<file path="src/inc/can_fault_consts.svh">
`ifndef CAN_FAULT_CONSTS_SVH
`define CAN_FAULT_CONSTS_SVH

// byte addresses of the word-aligned registers
`define ADDR_TX_COUNT 12'h000
`define ADDR_RX_COUNT 12'h004
`define ADDR_TIMING_PRESCALE 12'h008
`define ADDR_TIMING_SEGMENTS 12'h00c
`define ADDR_MAILBOX_CTRL 12'h010
`define ADDR_FILTER_MATCH 12'h014
`define ADDR_IDENT_FIRST 12'h018
`define ADDR_IDENT_SECOND 12'h01c
`define ADDR_IDENT_THIRD 12'h020
`define ADDR_IDENT_FOURTH 12'h024
`define ADDR_FAULT_STATE 12'h028
`define ADDR_MODE_CTRL 12'h02c

`define RESET_PRESCALE 8'h40
`define RESET_SEGMENTS 8'h23

// fault counter figures
`define TX_ERR_STEP 9'h008
`define RX_ERR_BIG 8'h08
`define RX_ERR_SMALL 8'h01
`define PASSIVE_LIMIT 8'h7f
`define RX_HIGH_LIMIT 8'h80
`define RX_RELOAD 8'h78

// timing field positions
`define SJW_HI 7
`define SJW_LO 6
`define BRP_HI 5
`define BRP_LO 0
`define CLKSEL_BIT 7
`define SEG2_HI 6
`define SEG2_LO 4
`define SEG1_HI 3
`define SEG1_LO 0

// mailbox control/status bits
`define MB_ERR_BIT 5
`define MB_ARB_BIT 4
`define MB_OK_BIT 3
`define MB_DONE_BIT 2
`define MB_ABORT_BIT 1
`define MB_SEND_BIT 0

// mode register: initialization mode flag
`define MODE_INIT_BIT 0

// identifier register one bits
`define ID_EXT_BIT 6
`define ID_REMOTE_BIT 5
`define ID_TOP_HI 4
`define ID_TOP_LO 0

`endif

</file>
<file path="src/inc/can_fault_pkg.sv">
package can_fault_pkg;
  // fault confinement state, gray along active -> passive -> bus-off
  typedef enum logic [1:0] {
    FAULT_ACTIVE = 2'b00,
    FAULT_PASSIVE = 2'b01,
    FAULT_BUSOFF = 2'b11
  } fault_state_e;

  // outcome of a transmission attempt reported by the protocol engine
  typedef enum logic [1:0] {
    TX_OUT_OK = 2'b00,
    TX_OUT_ERROR = 2'b01,
    TX_OUT_ARB_LOST = 2'b11
  } tx_outcome_e;
endpackage

</file>
<file path="src/rtl/quantum_divider.sv">
`include "can_fault_consts.svh"

// divides the selected kernel clock tick by prescale+1 into a quantum tick
module quantum_divider (
  input wire logic clk, // system clock
  input wire logic arst_n, // async reset, active low
  input wire logic clkEn, // freezes state while low
  input wire logic kernelTick, // one pulse per kernel clock period
  input wire logic [5:0] divide, // quantum prescaler field
  output logic quantumTick // one pulse per time quantum
);
  logic [5:0] count_ff;

  always_ff @(posedge clk or negedge arst_n) begin
    if (!arst_n) begin
      count_ff <= 6'h00;
      quantumTick <= 1'b0;
    end else if (clkEn) begin
      quantumTick <= 1'b0;
      if (kernelTick) begin
        if (count_ff >= divide) begin
          count_ff <= 6'h00;
          quantumTick <= 1'b1;
        end else begin
          count_ff <= count_ff + 6'h01;
        end
      end
    end
  end
endmodule // quantum_divider

</file>
<file path="src/rtl/can_fault_timing_mailbox_ctrl.sv">
// The APB register port and the address map are this design's own decisions.
`include "can_fault_consts.svh"

module can_fault_timing_mailbox_ctrl (
  input wire logic clk, // system clock, 10 MHz
  input wire logic arst_n, // async reset, active low
  input wire logic clkEn, // freezes all state while low
  input wire logic psel, // apb select
  input wire logic penable, // apb access phase
  input wire logic pwrite, // apb direction
  input wire logic [11:0] paddr, // apb byte address
  input wire logic [31:0] pwdata, // apb write data
  output logic [31:0] prdata, // apb read data
  output logic pready, // apb ready
  output logic pslverr, // apb error
  input wire logic extTick, // divided crystal clock tick
  input wire logic txError, // engine: transmit error, adds 8
  input wire logic txSuccess, // engine: frame sent
  input wire logic rxError, // engine: receive error
  input wire logic rxErrorBig, // with rxError: add 8 instead of 1
  input wire logic rxSuccess, // engine: frame received
  input wire logic busOffRecover, // engine: bus-off recovery done
  input wire logic txAttemptDone, // engine: attempt finished
  input wire logic [1:0] txOutcome, // engine: attempt outcome
  input wire logic abortDone, // engine: abort performed
  input wire logic rxMailboxSel, // page shows receive mailbox
  input wire logic [7:0] rxMatchIndex, // filter match number from engine
  output logic [1:0] faultState, // fault confinement state
  output logic sendPending, // transmit request to engine
  output logic abortPending, // abort request to engine
  output logic quantumTick, // one pulse per time quantum
  output logic [1:0] jumpWidth, // resync jump width field
  output logic [2:0] segTwoLen, // segment two field
  output logic [3:0] segOneLen // segment one field
);
  logic [7:0] txCount_ff;
  logic [7:0] rxCount_ff;
  logic busOff_ff;
  logic initMode_ff;
  logic [7:0] prescale_ff;
  logic [7:0] segments_ff;
  logic errFlag_ff;
  logic arbFlag_ff;
  logic okFlag_ff;
  logic doneFlag_ff;
  logic abortBit_ff;
  logic sendBit_ff;
  logic [7:0] ident1_ff;
  logic [7:0] ident2_ff;
  logic [7:0] ident3_ff;
  logic [7:0] ident4_ff;
  logic kernelTick;
  logic quantumRaw;
  logic wrEn;
  logic rdEn;
  logic mbEmpty;
  logic mbWrOk;
  logic clrDone;
  logic [8:0] nxt_txSum;
  logic [7:0] nxt_rxCount;
  logic [31:0] nxt_rdata;
  logic nxt_err;

  assign wrEn = psel && penable && pwrite && clkEn;
  assign rdEn = psel && !penable && !pwrite;
  assign mbEmpty = !sendBit_ff;
  assign mbWrOk = wrEn && !rxMailboxSel && mbEmpty;
  assign clrDone = wrEn && !rxMailboxSel && (paddr == `ADDR_MAILBOX_CTRL) && pwdata[`MB_DONE_BIT];

  // kernel clock select: cpu clock ticks every cycle
  assign kernelTick = segments_ff[`CLKSEL_BIT] ? extTick : 1'b1;

  quantum_divider quantumDiv (
    .clk(clk),
    .arst_n(arst_n),
    .clkEn(clkEn),
    .kernelTick(kernelTick),
    .divide(prescale_ff[`BRP_HI:`BRP_LO]),
    .quantumTick(quantumRaw)
  );

  // transmit count and bus-off
  always_comb begin
    nxt_txSum = {1'b0, txCount_ff};
    if (txError) begin
      nxt_txSum = {1'b0, txCount_ff} + `TX_ERR_STEP;
    end else if (txSuccess && txCount_ff != 8'h00) begin
      nxt_txSum = {1'b0, txCount_ff} - 9'h001;
    end
  end

  always_ff @(posedge clk or negedge arst_n) begin
    if (!arst_n) begin
      txCount_ff <= 8'h00;
      busOff_ff <= 1'b0;
    end else if (clkEn) begin
      if (busOff_ff) begin
        if (busOffRecover) begin
          busOff_ff <= 1'b0;
          txCount_ff <= 8'h00;
        end
      end else if (nxt_txSum[8]) begin
        busOff_ff <= 1'b1;
        txCount_ff <= nxt_txSum[7:0];
      end else begin
        txCount_ff <= nxt_txSum[7:0];
      end
    end
  end

  // receive count
  always_comb begin
    nxt_rxCount = rxCount_ff;
    if (rxError) begin
      if (rxErrorBig) begin
        nxt_rxCount = (rxCount_ff > 8'hff - `RX_ERR_BIG) ? 8'hff : rxCount_ff + `RX_ERR_BIG;
      end else begin
        nxt_rxCount = (rxCount_ff == 8'hff) ? 8'hff : rxCount_ff + `RX_ERR_SMALL;
      end
    end else if (rxSuccess) begin
      if (rxCount_ff > `RX_HIGH_LIMIT) begin
        nxt_rxCount = `RX_RELOAD;
      end else if (rxCount_ff != 8'h00) begin
        nxt_rxCount = rxCount_ff - 8'h01;
      end
    end
  end

  always_ff @(posedge clk or negedge arst_n) begin
    if (!arst_n) begin
      rxCount_ff <= 8'h00;
    end else if (clkEn) begin
      rxCount_ff <= nxt_rxCount;
    end
  end

  // fault state output
  always_ff @(posedge clk or negedge arst_n) begin
    if (!arst_n) begin
      faultState <= can_fault_pkg::FAULT_ACTIVE;
    end else if (clkEn) begin
      if (busOff_ff) begin
        faultState <= can_fault_pkg::FAULT_BUSOFF;
      end else if (txCount_ff > `PASSIVE_LIMIT || rxCount_ff > `PASSIVE_LIMIT) begin
        faultState <= can_fault_pkg::FAULT_PASSIVE;
      end else begin
        faultState <= can_fault_pkg::FAULT_ACTIVE;
      end
    end
  end

  // mode and timing registers
  always_ff @(posedge clk or negedge arst_n) begin
    if (!arst_n) begin
      initMode_ff <= 1'b1;
      prescale_ff <= `RESET_PRESCALE;
      segments_ff <= `RESET_SEGMENTS;
    end else if (wrEn) begin
      if (paddr == `ADDR_MODE_CTRL) begin
        initMode_ff <= pwdata[`MODE_INIT_BIT];
      end else if (paddr == `ADDR_TIMING_PRESCALE && initMode_ff) begin
        prescale_ff <= pwdata[7:0];
      end else if (paddr == `ADDR_TIMING_SEGMENTS && initMode_ff) begin
        segments_ff <= pwdata[7:0];
      end
    end
  end

  // timing fields out
  always_ff @(posedge clk or negedge arst_n) begin
    if (!arst_n) begin
      jumpWidth <= 2'h0;
      segTwoLen <= 3'h0;
      segOneLen <= 4'h0;
      quantumTick <= 1'b0;
    end else if (clkEn) begin
      jumpWidth <= prescale_ff[`SJW_HI:`SJW_LO];
      segTwoLen <= segments_ff[`SEG2_HI:`SEG2_LO];
      segOneLen <= segments_ff[`SEG1_HI:`SEG1_LO];
      quantumTick <= quantumRaw;
    end
  end

  // mailbox request bits
  always_ff @(posedge clk or negedge arst_n) begin
    if (!arst_n) begin
      sendBit_ff <= 1'b0;
      abortBit_ff <= 1'b0;
    end else if (clkEn) begin
      if (txAttemptDone && can_fault_pkg::tx_outcome_e'(txOutcome) == can_fault_pkg::TX_OUT_OK || abortDone) begin
        sendBit_ff <= 1'b0;
        abortBit_ff <= 1'b0;
      end else if (wrEn && !rxMailboxSel && paddr == `ADDR_MAILBOX_CTRL) begin
        if (mbEmpty && pwdata[`MB_SEND_BIT]) begin
          sendBit_ff <= 1'b1;
        end
        if (!mbEmpty && pwdata[`MB_ABORT_BIT]) begin
          abortBit_ff <= 1'b1;
        end
      end
    end
  end

  // mailbox status flags; a finish in the clear cycle wins
  always_ff @(posedge clk or negedge arst_n) begin
    if (!arst_n) begin
      errFlag_ff <= 1'b0;
      arbFlag_ff <= 1'b0;
      okFlag_ff <= 1'b0;
      doneFlag_ff <= 1'b0;
    end else if (clkEn) begin
      if (txAttemptDone) begin
        errFlag_ff <= txOutcome == can_fault_pkg::TX_OUT_ERROR;
        arbFlag_ff <= txOutcome == can_fault_pkg::TX_OUT_ARB_LOST;
        okFlag_ff <= txOutcome == can_fault_pkg::TX_OUT_OK;
        // a failed attempt stays pending and is retried
        doneFlag_ff <= doneFlag_ff || txOutcome == can_fault_pkg::TX_OUT_OK;
      end else if (abortDone) begin
        doneFlag_ff <= 1'b1;
      end else if (clrDone) begin
        doneFlag_ff <= 1'b0;
        errFlag_ff <= 1'b0;
        arbFlag_ff <= 1'b0;
        okFlag_ff <= 1'b0;
      end else if (mbWrOk && paddr == `ADDR_MAILBOX_CTRL && pwdata[`MB_SEND_BIT]) begin
        doneFlag_ff <= 1'b0;
      end
    end
  end

  // identifier registers
  always_ff @(posedge clk or negedge arst_n) begin
    if (!arst_n) begin
      ident1_ff <= 8'h00;
      ident2_ff <= 8'h00;
      ident3_ff <= 8'h00;
      ident4_ff <= 8'h00;
    end else if (mbWrOk) begin
      if (paddr == `ADDR_IDENT_FIRST) begin
        ident1_ff <= {1'b0, pwdata[`ID_EXT_BIT], pwdata[`ID_REMOTE_BIT], pwdata[`ID_TOP_HI:`ID_TOP_LO]};
      end else if (paddr == `ADDR_IDENT_SECOND) begin
        ident2_ff <= pwdata[7:0];
      end else if (paddr == `ADDR_IDENT_THIRD) begin
        ident3_ff <= pwdata[7:0];
      end else if (paddr == `ADDR_IDENT_FOURTH) begin
        ident4_ff <= pwdata[7:0];
      end
    end
  end

  // engine request outputs
  always_ff @(posedge clk or negedge arst_n) begin
    if (!arst_n) begin
      sendPending <= 1'b0;
      abortPending <= 1'b0;
    end else if (clkEn) begin
      sendPending <= sendBit_ff;
      abortPending <= abortBit_ff;
    end
  end

  // read decode
  always_comb begin
    nxt_rdata = 32'h0000_0000;
    nxt_err = 1'b0;
    if (paddr == `ADDR_TX_COUNT) begin
      nxt_rdata[7:0] = txCount_ff;
    end else if (paddr == `ADDR_RX_COUNT) begin
      nxt_rdata[7:0] = rxCount_ff;
    end else if (paddr == `ADDR_TIMING_PRESCALE) begin
      nxt_rdata[7:0] = initMode_ff ? prescale_ff : 8'h00;
      nxt_err = !initMode_ff;
    end else if (paddr == `ADDR_TIMING_SEGMENTS) begin
      nxt_rdata[7:0] = initMode_ff ? segments_ff : 8'h00;
      nxt_err = !initMode_ff;
    end else if (paddr == `ADDR_MAILBOX_CTRL) begin
      nxt_rdata[7:0] = {2'b00, errFlag_ff, arbFlag_ff, okFlag_ff, doneFlag_ff, abortBit_ff, sendBit_ff};
    end else if (paddr == `ADDR_FILTER_MATCH) begin
      nxt_rdata[7:0] = rxMatchIndex;
    end else if (paddr == `ADDR_IDENT_FIRST) begin
      nxt_rdata[7:0] = ident1_ff;
    end else if (paddr == `ADDR_IDENT_SECOND) begin
      nxt_rdata[7:0] = ident2_ff;
    end else if (paddr == `ADDR_IDENT_THIRD) begin
      nxt_rdata[7:0] = ident3_ff;
    end else if (paddr == `ADDR_IDENT_FOURTH) begin
      nxt_rdata[7:0] = ident4_ff;
    end else if (paddr == `ADDR_FAULT_STATE) begin
      nxt_rdata[3:0] = {mbEmpty, busOff_ff, faultState};
    end else if (paddr == `ADDR_MODE_CTRL) begin
      nxt_rdata[`MODE_INIT_BIT] = initMode_ff;
    end else begin
      nxt_err = 1'b1;
    end
  end

  // apb answer: no wait state, ready in the first access cycle
  always_ff @(posedge clk or negedge arst_n) begin
    if (!arst_n) begin
      prdata <= 32'h0000_0000;
      pready <= 1'b0;
      pslverr <= 1'b0;
    end else if (clkEn) begin
      pready <= psel && !penable;
      pslverr <= psel && !penable && nxt_err;
      if (rdEn) begin
        prdata <= nxt_rdata;
      end
    end
  end
endmodule // can_fault_timing_mailbox_ctrl

</file>
<file path="config.mk">
export PLATFORM = sky130hd
export DESIGN_NAME = can_fault_timing_mailbox_ctrl
export DESIGN_NICKNAME = d
export VERILOG_FILES = /design/src/inc/can_fault_pkg.sv /design/src/rtl/quantum_divider.sv /design/src/rtl/can_fault_timing_mailbox_ctrl.sv
export VERILOG_INCLUDE_DIRS = /design/src /design/src/inc
export SDC_FILE = /design/constraint.sdc
export NUM_CORES = 1
export LEC_CHECK = 0
export BUFFER_PORTS_ARGS = -buffer_cell sky130_fd_sc_hd__buf_2
export CORE_ASPECT_RATIO = 1.4
export CORE_MARGIN = 2
export CORE_UTILIZATION = 38
export DETAILED_ROUTE_END_ITERATION = 10
export PLACE_DENSITY = 0.69
export RECOVER_POWER = 100
export SETUP_SLACK_MARGIN = 0.15
export SLEW_MARGIN = 15
export SYNTH_ARGS = -nofsm -noshare
export SYNTH_HDL_FRONTEND = slang
export SYNTH_SLANG_ARGS = --single-unit
</file>
<file path="constraint.sdc">
create_clock -name clk -period 5.25 [get_ports clk]
set_input_delay 0 -clock clk [delete_from_list [all_inputs] [get_ports clk]]
set_output_delay 0 -clock clk [all_outputs]
set_load 0.1 [all_outputs]
</file>
# Word-level counts from Yosys, hierarchy flattened
# Cells that the tools add are included.
# totals
out_inout_bits	48
register_bits	102
elab_cells	176
# op_classes
order_cmp	5
eq_ne	16
reduce_logical	53
n_bitwise	5
add_sub_neg	6
n_mux	63
# op_table
op	n
2-to-1 mux 8 bit	20
equality test 12 x 5 -> 1 bit (second input constant)	4
equality test 12 x 6 -> 1 bit (second input constant)	4
2-to-1 mux 1 bit	36
equality test 12 x 4 -> 1 bit (second input constant)	2
AND reduction 3 bit	7
logical AND 1 bit	18
2-to-1 mux 9 bit	2
greater-than comparator 8 x 7 -> 1 bit (second input constant)	2
greater-than comparator 8 bit (second input constant)	2
nonzero test 8 bit	2
equality test 12 x 3 -> 1 bit (second input constant)	1
logical NOT 12 bit	1
AND reduction 2 bit	5
nonzero test 2 bit	5
adder 8 x 4 -> 9 bit (second input constant)	1
subtractor 8 x 1 -> 9 bit (second input constant)	1
adder 8 x 1 -> 8 bit (second input constant)	1
adder 8 x 4 -> 8 bit (second input constant)	1
equality test 8 bit (second input constant)	1
2-to-1 mux 4 bit	2
AND reduction 4 bit	2
subtractor 8 x 1 -> 8 bit (second input constant)	1
adder 6 x 1 -> 6 bit (second input constant)	1
14 further kinds	26

# Logic depth before layout (Yosys ltp)
# depth
depth_word	14
mapped_depth	8
ltp_nobuf	7

# Hierarchy
# Synthesis repeated with hierarchy kept, for this count alone.
# hier_totals
hier_cells	635
area_unflattened_um2	6214.7
# modules_own_cells
mod	instances	cells_per_inst	area_each_um2
can_fault_timing_mailbox_ctrl	1	581	5719.2
quantum_divider	1	54	495.5

# Least setup slack after synthesis
# OpenSTA, ideal clock, no wires.
# synth_path
kind	reg-to-reg
start	register txCount_ff[3]
end	register txCount_ff[7]
setup_slack_ps	3235
arrival_ps	1884
t_required_ps	5119
path_stages_with_launch	9
path_buffers	1
path_cell_list	dfrtp_1 > buf_2 > inv_1 > ha_1 > or4b_4 > a2111oi_1 > a21oi_1 > mux2i_1 > o21ai_1
# synth_via
elab_chain_cells	4
# synth_lines
item	line	text
start: declaration	can_fault_timing_mailbox_ctrl.sv:36	logic [7:0] txCount_ff;
start signal: assignment	can_fault_timing_mailbox_ctrl.sv:104	txCount_ff <= nxt_txSum[7:0];
start signal: assignment	can_fault_timing_mailbox_ctrl.sv:106	txCount_ff <= nxt_txSum[7:0];
subtractor 8 x 1 -> 9 bit or nonzero test 8 bit (tied branches)	can_fault_timing_mailbox_ctrl.sv:88, can_fault_timing_mailbox_ctrl.sv:87	
2-to-1 mux 9 bit or logical AND 1 bit (tied branches)	can_fault_timing_mailbox_ctrl.sv:87	end else if (txSuccess && txCount_ff != 8'h00) begin
2-to-1 mux 9 bit or nonzero test 3 bit (tied branches)	-	
2-to-1 mux 8 bit or AND reduction 3 bit (tied branches)	-	
# Parallel ways exist; a longest one is shown, timed or not. The select of a mux whose other input is x is not followed.
# A chain may end at the register's enable or synchronous reset.

# Final worst setup path
# layout_path
start	input clkEn
end	register ident3_ff[2]
# layout_via
elab_chain_cells	4
# layout_lines
item	line	text
start: declaration	can_fault_timing_mailbox_ctrl.sv:7	input wire logic clkEn,
logical AND 1 bit	can_fault_timing_mailbox_ctrl.sv:64	assign wrEn = psel && penable && pwrite && clkEn;
logical AND 1 bit (2 in series)	can_fault_timing_mailbox_ctrl.sv:67	assign mbWrOk = wrEn && !rxMailboxSel && mbEmpty;
AND reduction 4 bit (no source line)	-	
end signal: assignment	can_fault_timing_mailbox_ctrl.sv:244	ident3_ff <= pwdata[7:0];
end: declaration	can_fault_timing_mailbox_ctrl.sv:50	logic [7:0] ident3_ff;
# No other way between the ends.

==> results.md <==
* Ys Warns at 0
* Worst path bufs/invs at 1
* Die height at 156.4 µm
* Longest Clk Path Bufs at 2
* Post-synth top area share at 38.50%
* DR vias/cell at 5.826
* Initial Util at 38.82%
* Total track usage at 20.04%
* Final Hold Vio Count at 0
* Share of cells above drive strength 1 at 20.06%
* Setup tns final at 0 ns
* Core area at 16240 µm²
* Synth-to-layout area growth at 10.86%
* Final weighted congestion in routability-driven placement at 0.9479
* Boundary Pins at 118
* Finished Cell Area at 6989 µm²
* First-pass GRT wire length at 27.66 mm
* Skew-Pair Late Insertion Delay at 0.36 ns
* Switching Fraction at 38.81%
* VDD IR max at 0.0001608 V
* Sequential power share at 45.0%
* CP Capture Type: flip-flop
* CTS Sinks at 102
* Mapped Area at 6305 µm²
* CP required at 5.49 ns
* Worst-margin pin slew at 2.519 ns
* HP Class: in -> reg
* Rel. slew slack at -67.95%
* Worst setup SP type: primary input
* Initial antenna violation count at 0
* Crit path time final at 3.065 ns
* Total CTS buffers at 9
* Crit path kind: in -> reg
* Cell Chain, Critical Path: clkbuf_1 > and4_1 > nand3_1 > nor4_1 > mux2_2
* Die area at 17650 µm²
* Vias in the first global route at 5138
* Die W at 112.9 µm
* Sw power at 0.8606 mW
* RSZ-0062 raised after global routing: no
* WL final at 17.54 mm
* Critical-path top delay cell: nor4_1
* Clk_skew at 0.01104 ns
* Antenna cells at 0
* CP max FO at 20
* Mean Syn Cell Area at 9.745 µm²
* Routed vias at 5313
* Crit path DAT at 3.31 ns
* Post-synth top flop: dfrtp_1
* Cell variety after synth at 80
* Max-cap violations at 2
* DRC Markers at 7
* Sequential area share after synthesis at 40.58%
* CTS tree: done
* Synth Register Bits at 102
* Pin count of the biggest net entering global routing at 59
* DPL Wire Length at 12.78 mm
* Max H-tree Level at 3
* Comb pwr share at 24.5%
* CTS root buf: clkbuf_16
* Grt ovf at 0
* Fmax at 326.2 MHz
* Clock power frac at 30.5%
* Cell Pwr Density at 317.3 nW/µm²
* Fin crit share at 58.39%
* Pleak at 3.053 nW
* Post-synthesis cell count at 647
* Max incr delay on CP at 1.54 ns
* Dominant cell type by area after synthesis: dfrtp_1
* CP delay by family, top: simple AND/OR/NAND/NOR gates
* Drt first pass iters at 8
* Routed WL per cell at 19.23 µm
* Detail Route Antenna Nets at 0
* Rows at 55
* CTS clk-pin slew, worst paths at 0.07 ns
* Net count, final at 794
* Main area contributors after synthesis: dfrtp_1, mux2_2, o21ai_0
* Placed inst area at 6689 µm²
* Failing checks: DRC, capacitance limit, slew limit
* Status: complete, but fails checks
* Internal power at 1.357 mW
* Number of synthesized flops with an enable pin at 0
* Port Buffers at 69
* Final setup fails at 0
* Asr flop ratio synth at 100.0%
* DR iter-0 viols at 437
* Final Slew Violations at 56
-- path summary, 6_finish.rpt --
kind	start	endpoint	slack, ns	depth (start not counted)
min in group asynchronous	arst_n	rxCount_ff[5]	0.96	2
hold / removal	pwdata[0]	sendBit_ff	0.01	3
max in group asynchronous	arst_n	ident1_ff[2]	2.42	3
hold reg to reg	quantumDiv.quantumTick	quantumDiv.quantumTick	0.49	1
setup / recovery	clkEn	ident3_ff[2]	2.18	5
setup reg to reg	sendBit_ff	ident3_ff[2]	2.34	4
-- kinds of logic (layout without fill, tap and decap cells) --
kind of cell / Yosys count / after routing / share of synthesized area (%)
DFF: 102 / 102 / 40.58
xor gates and xnor gates: 3 / 3 / 0.4168
other: 1 / 24 / 0.05948
and+or+nand+nor: 189 / 189 / 17.56
muxes: 75 / 75 / 13.14
adders and majority gates: 16 / 16 / 3.175
AOI/OAI and AO/OA: 168 / 168 / 17.82
buffers and inverters: 93 / 136 / 7.244
-- layout make-up --
cell class	count	area, µm²
Clock buffer	9	225.2
Clock inverter	7	71.32
Fill cell	1593	9251
Inverter	36	135.1
Multi-Input combinational cell	475	3303
Sequential cell	102	2559
Tap cell	199	249.0
Timing Repair Buffer	84	446.7
-- metal layers --
| metal | wire length (µm) | vias up | global-route usage [%] |
|---|---|---|---|
| met5 | 0 | - | 0 |
| met4 | 922 | 0 | 12.54 |
| met3 | 938 | 50 | 2.905 |
| met2 | 8468 | 209 | 32.87 |
| met1 | 7207 | 2591 | 24.80 |
| li1 | - | 2463 | - |
-- synth_stat cells, types with 4 or more instances --
library cell   n
nand2_1       50
nor2_1        35
a22oi_1        9
nand2b_1       9
o21ai_0       44
nor4b_1        6
nor4_1         6
a221oi_1       4
o21a_1         4
buf_4         26
dfrtp_1       97
nor3_1        14
o31ai_1        8
ha_1          16
dfstp_2        5
clkbuf_1      20
mux2_2        62
nand3b_1       4
or2_2          4
a211oi_1       4
a31oi_1        8
mux2i_1       13
a21oi_1       32
nand4_1        9
inv_1         36
nand3_1       14
a21boi_0       5
buf_2          8
-- tightest hold or removal path, stage by stage --
cell and delay [ns]:
buf_2 0.17, nand3_1 0.09, a21oi_1 0.06
-- power by group through the flow --
stage / clock (mW) / sequential (mW) / combinational, mW
floorplan: 0 / 0.982 / 0.415
finish: 0.677 / 0.998 / 0.543
global route: 0.711 / 1.01 / 0.594
CTS: 0.685 / 0.993 / 0.549
detailed placement: 0 / 1.01 / 0.538
global placement: 0 / 1.01 / 0.535
-- repair_timing --
| action | in CTS | in global routing |
|---|---|---|
| resized for setup | 0 | 0 |
| endpoints found under the hold margin | 75 | 0 |
| endpoints found under the setup margin | 0 | 0 |
| hold buffers | 12 | 0 |
| setup buffers | 0 | 0 |
-- sequential cells by signal, indices dropped and copies added, names as in the netlist, 3 cells and up --
signal and cells:
ident2_ff 8, ident3_ff 8, ident4_ff 8, prdata 8, prescale_ff 8, rxCount_ff 8, segments_ff 8, txCount_ff 8
ident1_ff 7, quantumDiv.count_ff 6, segOneLen 4, segTwoLen 3
-- per-stage QoR --
stage	instances	setup slack, ns	hold slack, ns	power (mW)	utilization, %
finish	912	2.185	0.01131	2.218	43.04
global route	912	1.881	0.03923	2.312	43.04
CTS	912	2.852	0.006007	2.227	43.75
detailed placement	884	2.879	0.03924	1.547	41.19
global placement	884	2.858	0.03972	1.544	41.19
floorplan	670	3.235	-0.2956	1.397	-
-- layout by cell type (no fill, tap or decap), types with 24 or more instances in the layout --
master | netlist | layout
a21oi_1 | 32 | 32
buf_2 | 8 | 42
clkbuf_1 | 20 | 29
conb_1 | 1 | 24
dfrtp_1 | 97 | 97
inv_1 | 36 | 36
mux2_2 | 62 | 62
nand2_1 | 50 | 50
nor2_1 | 35 | 38
o21ai_0 | 44 | 44
Note: power is estimated with default switching activity, not from simulation.
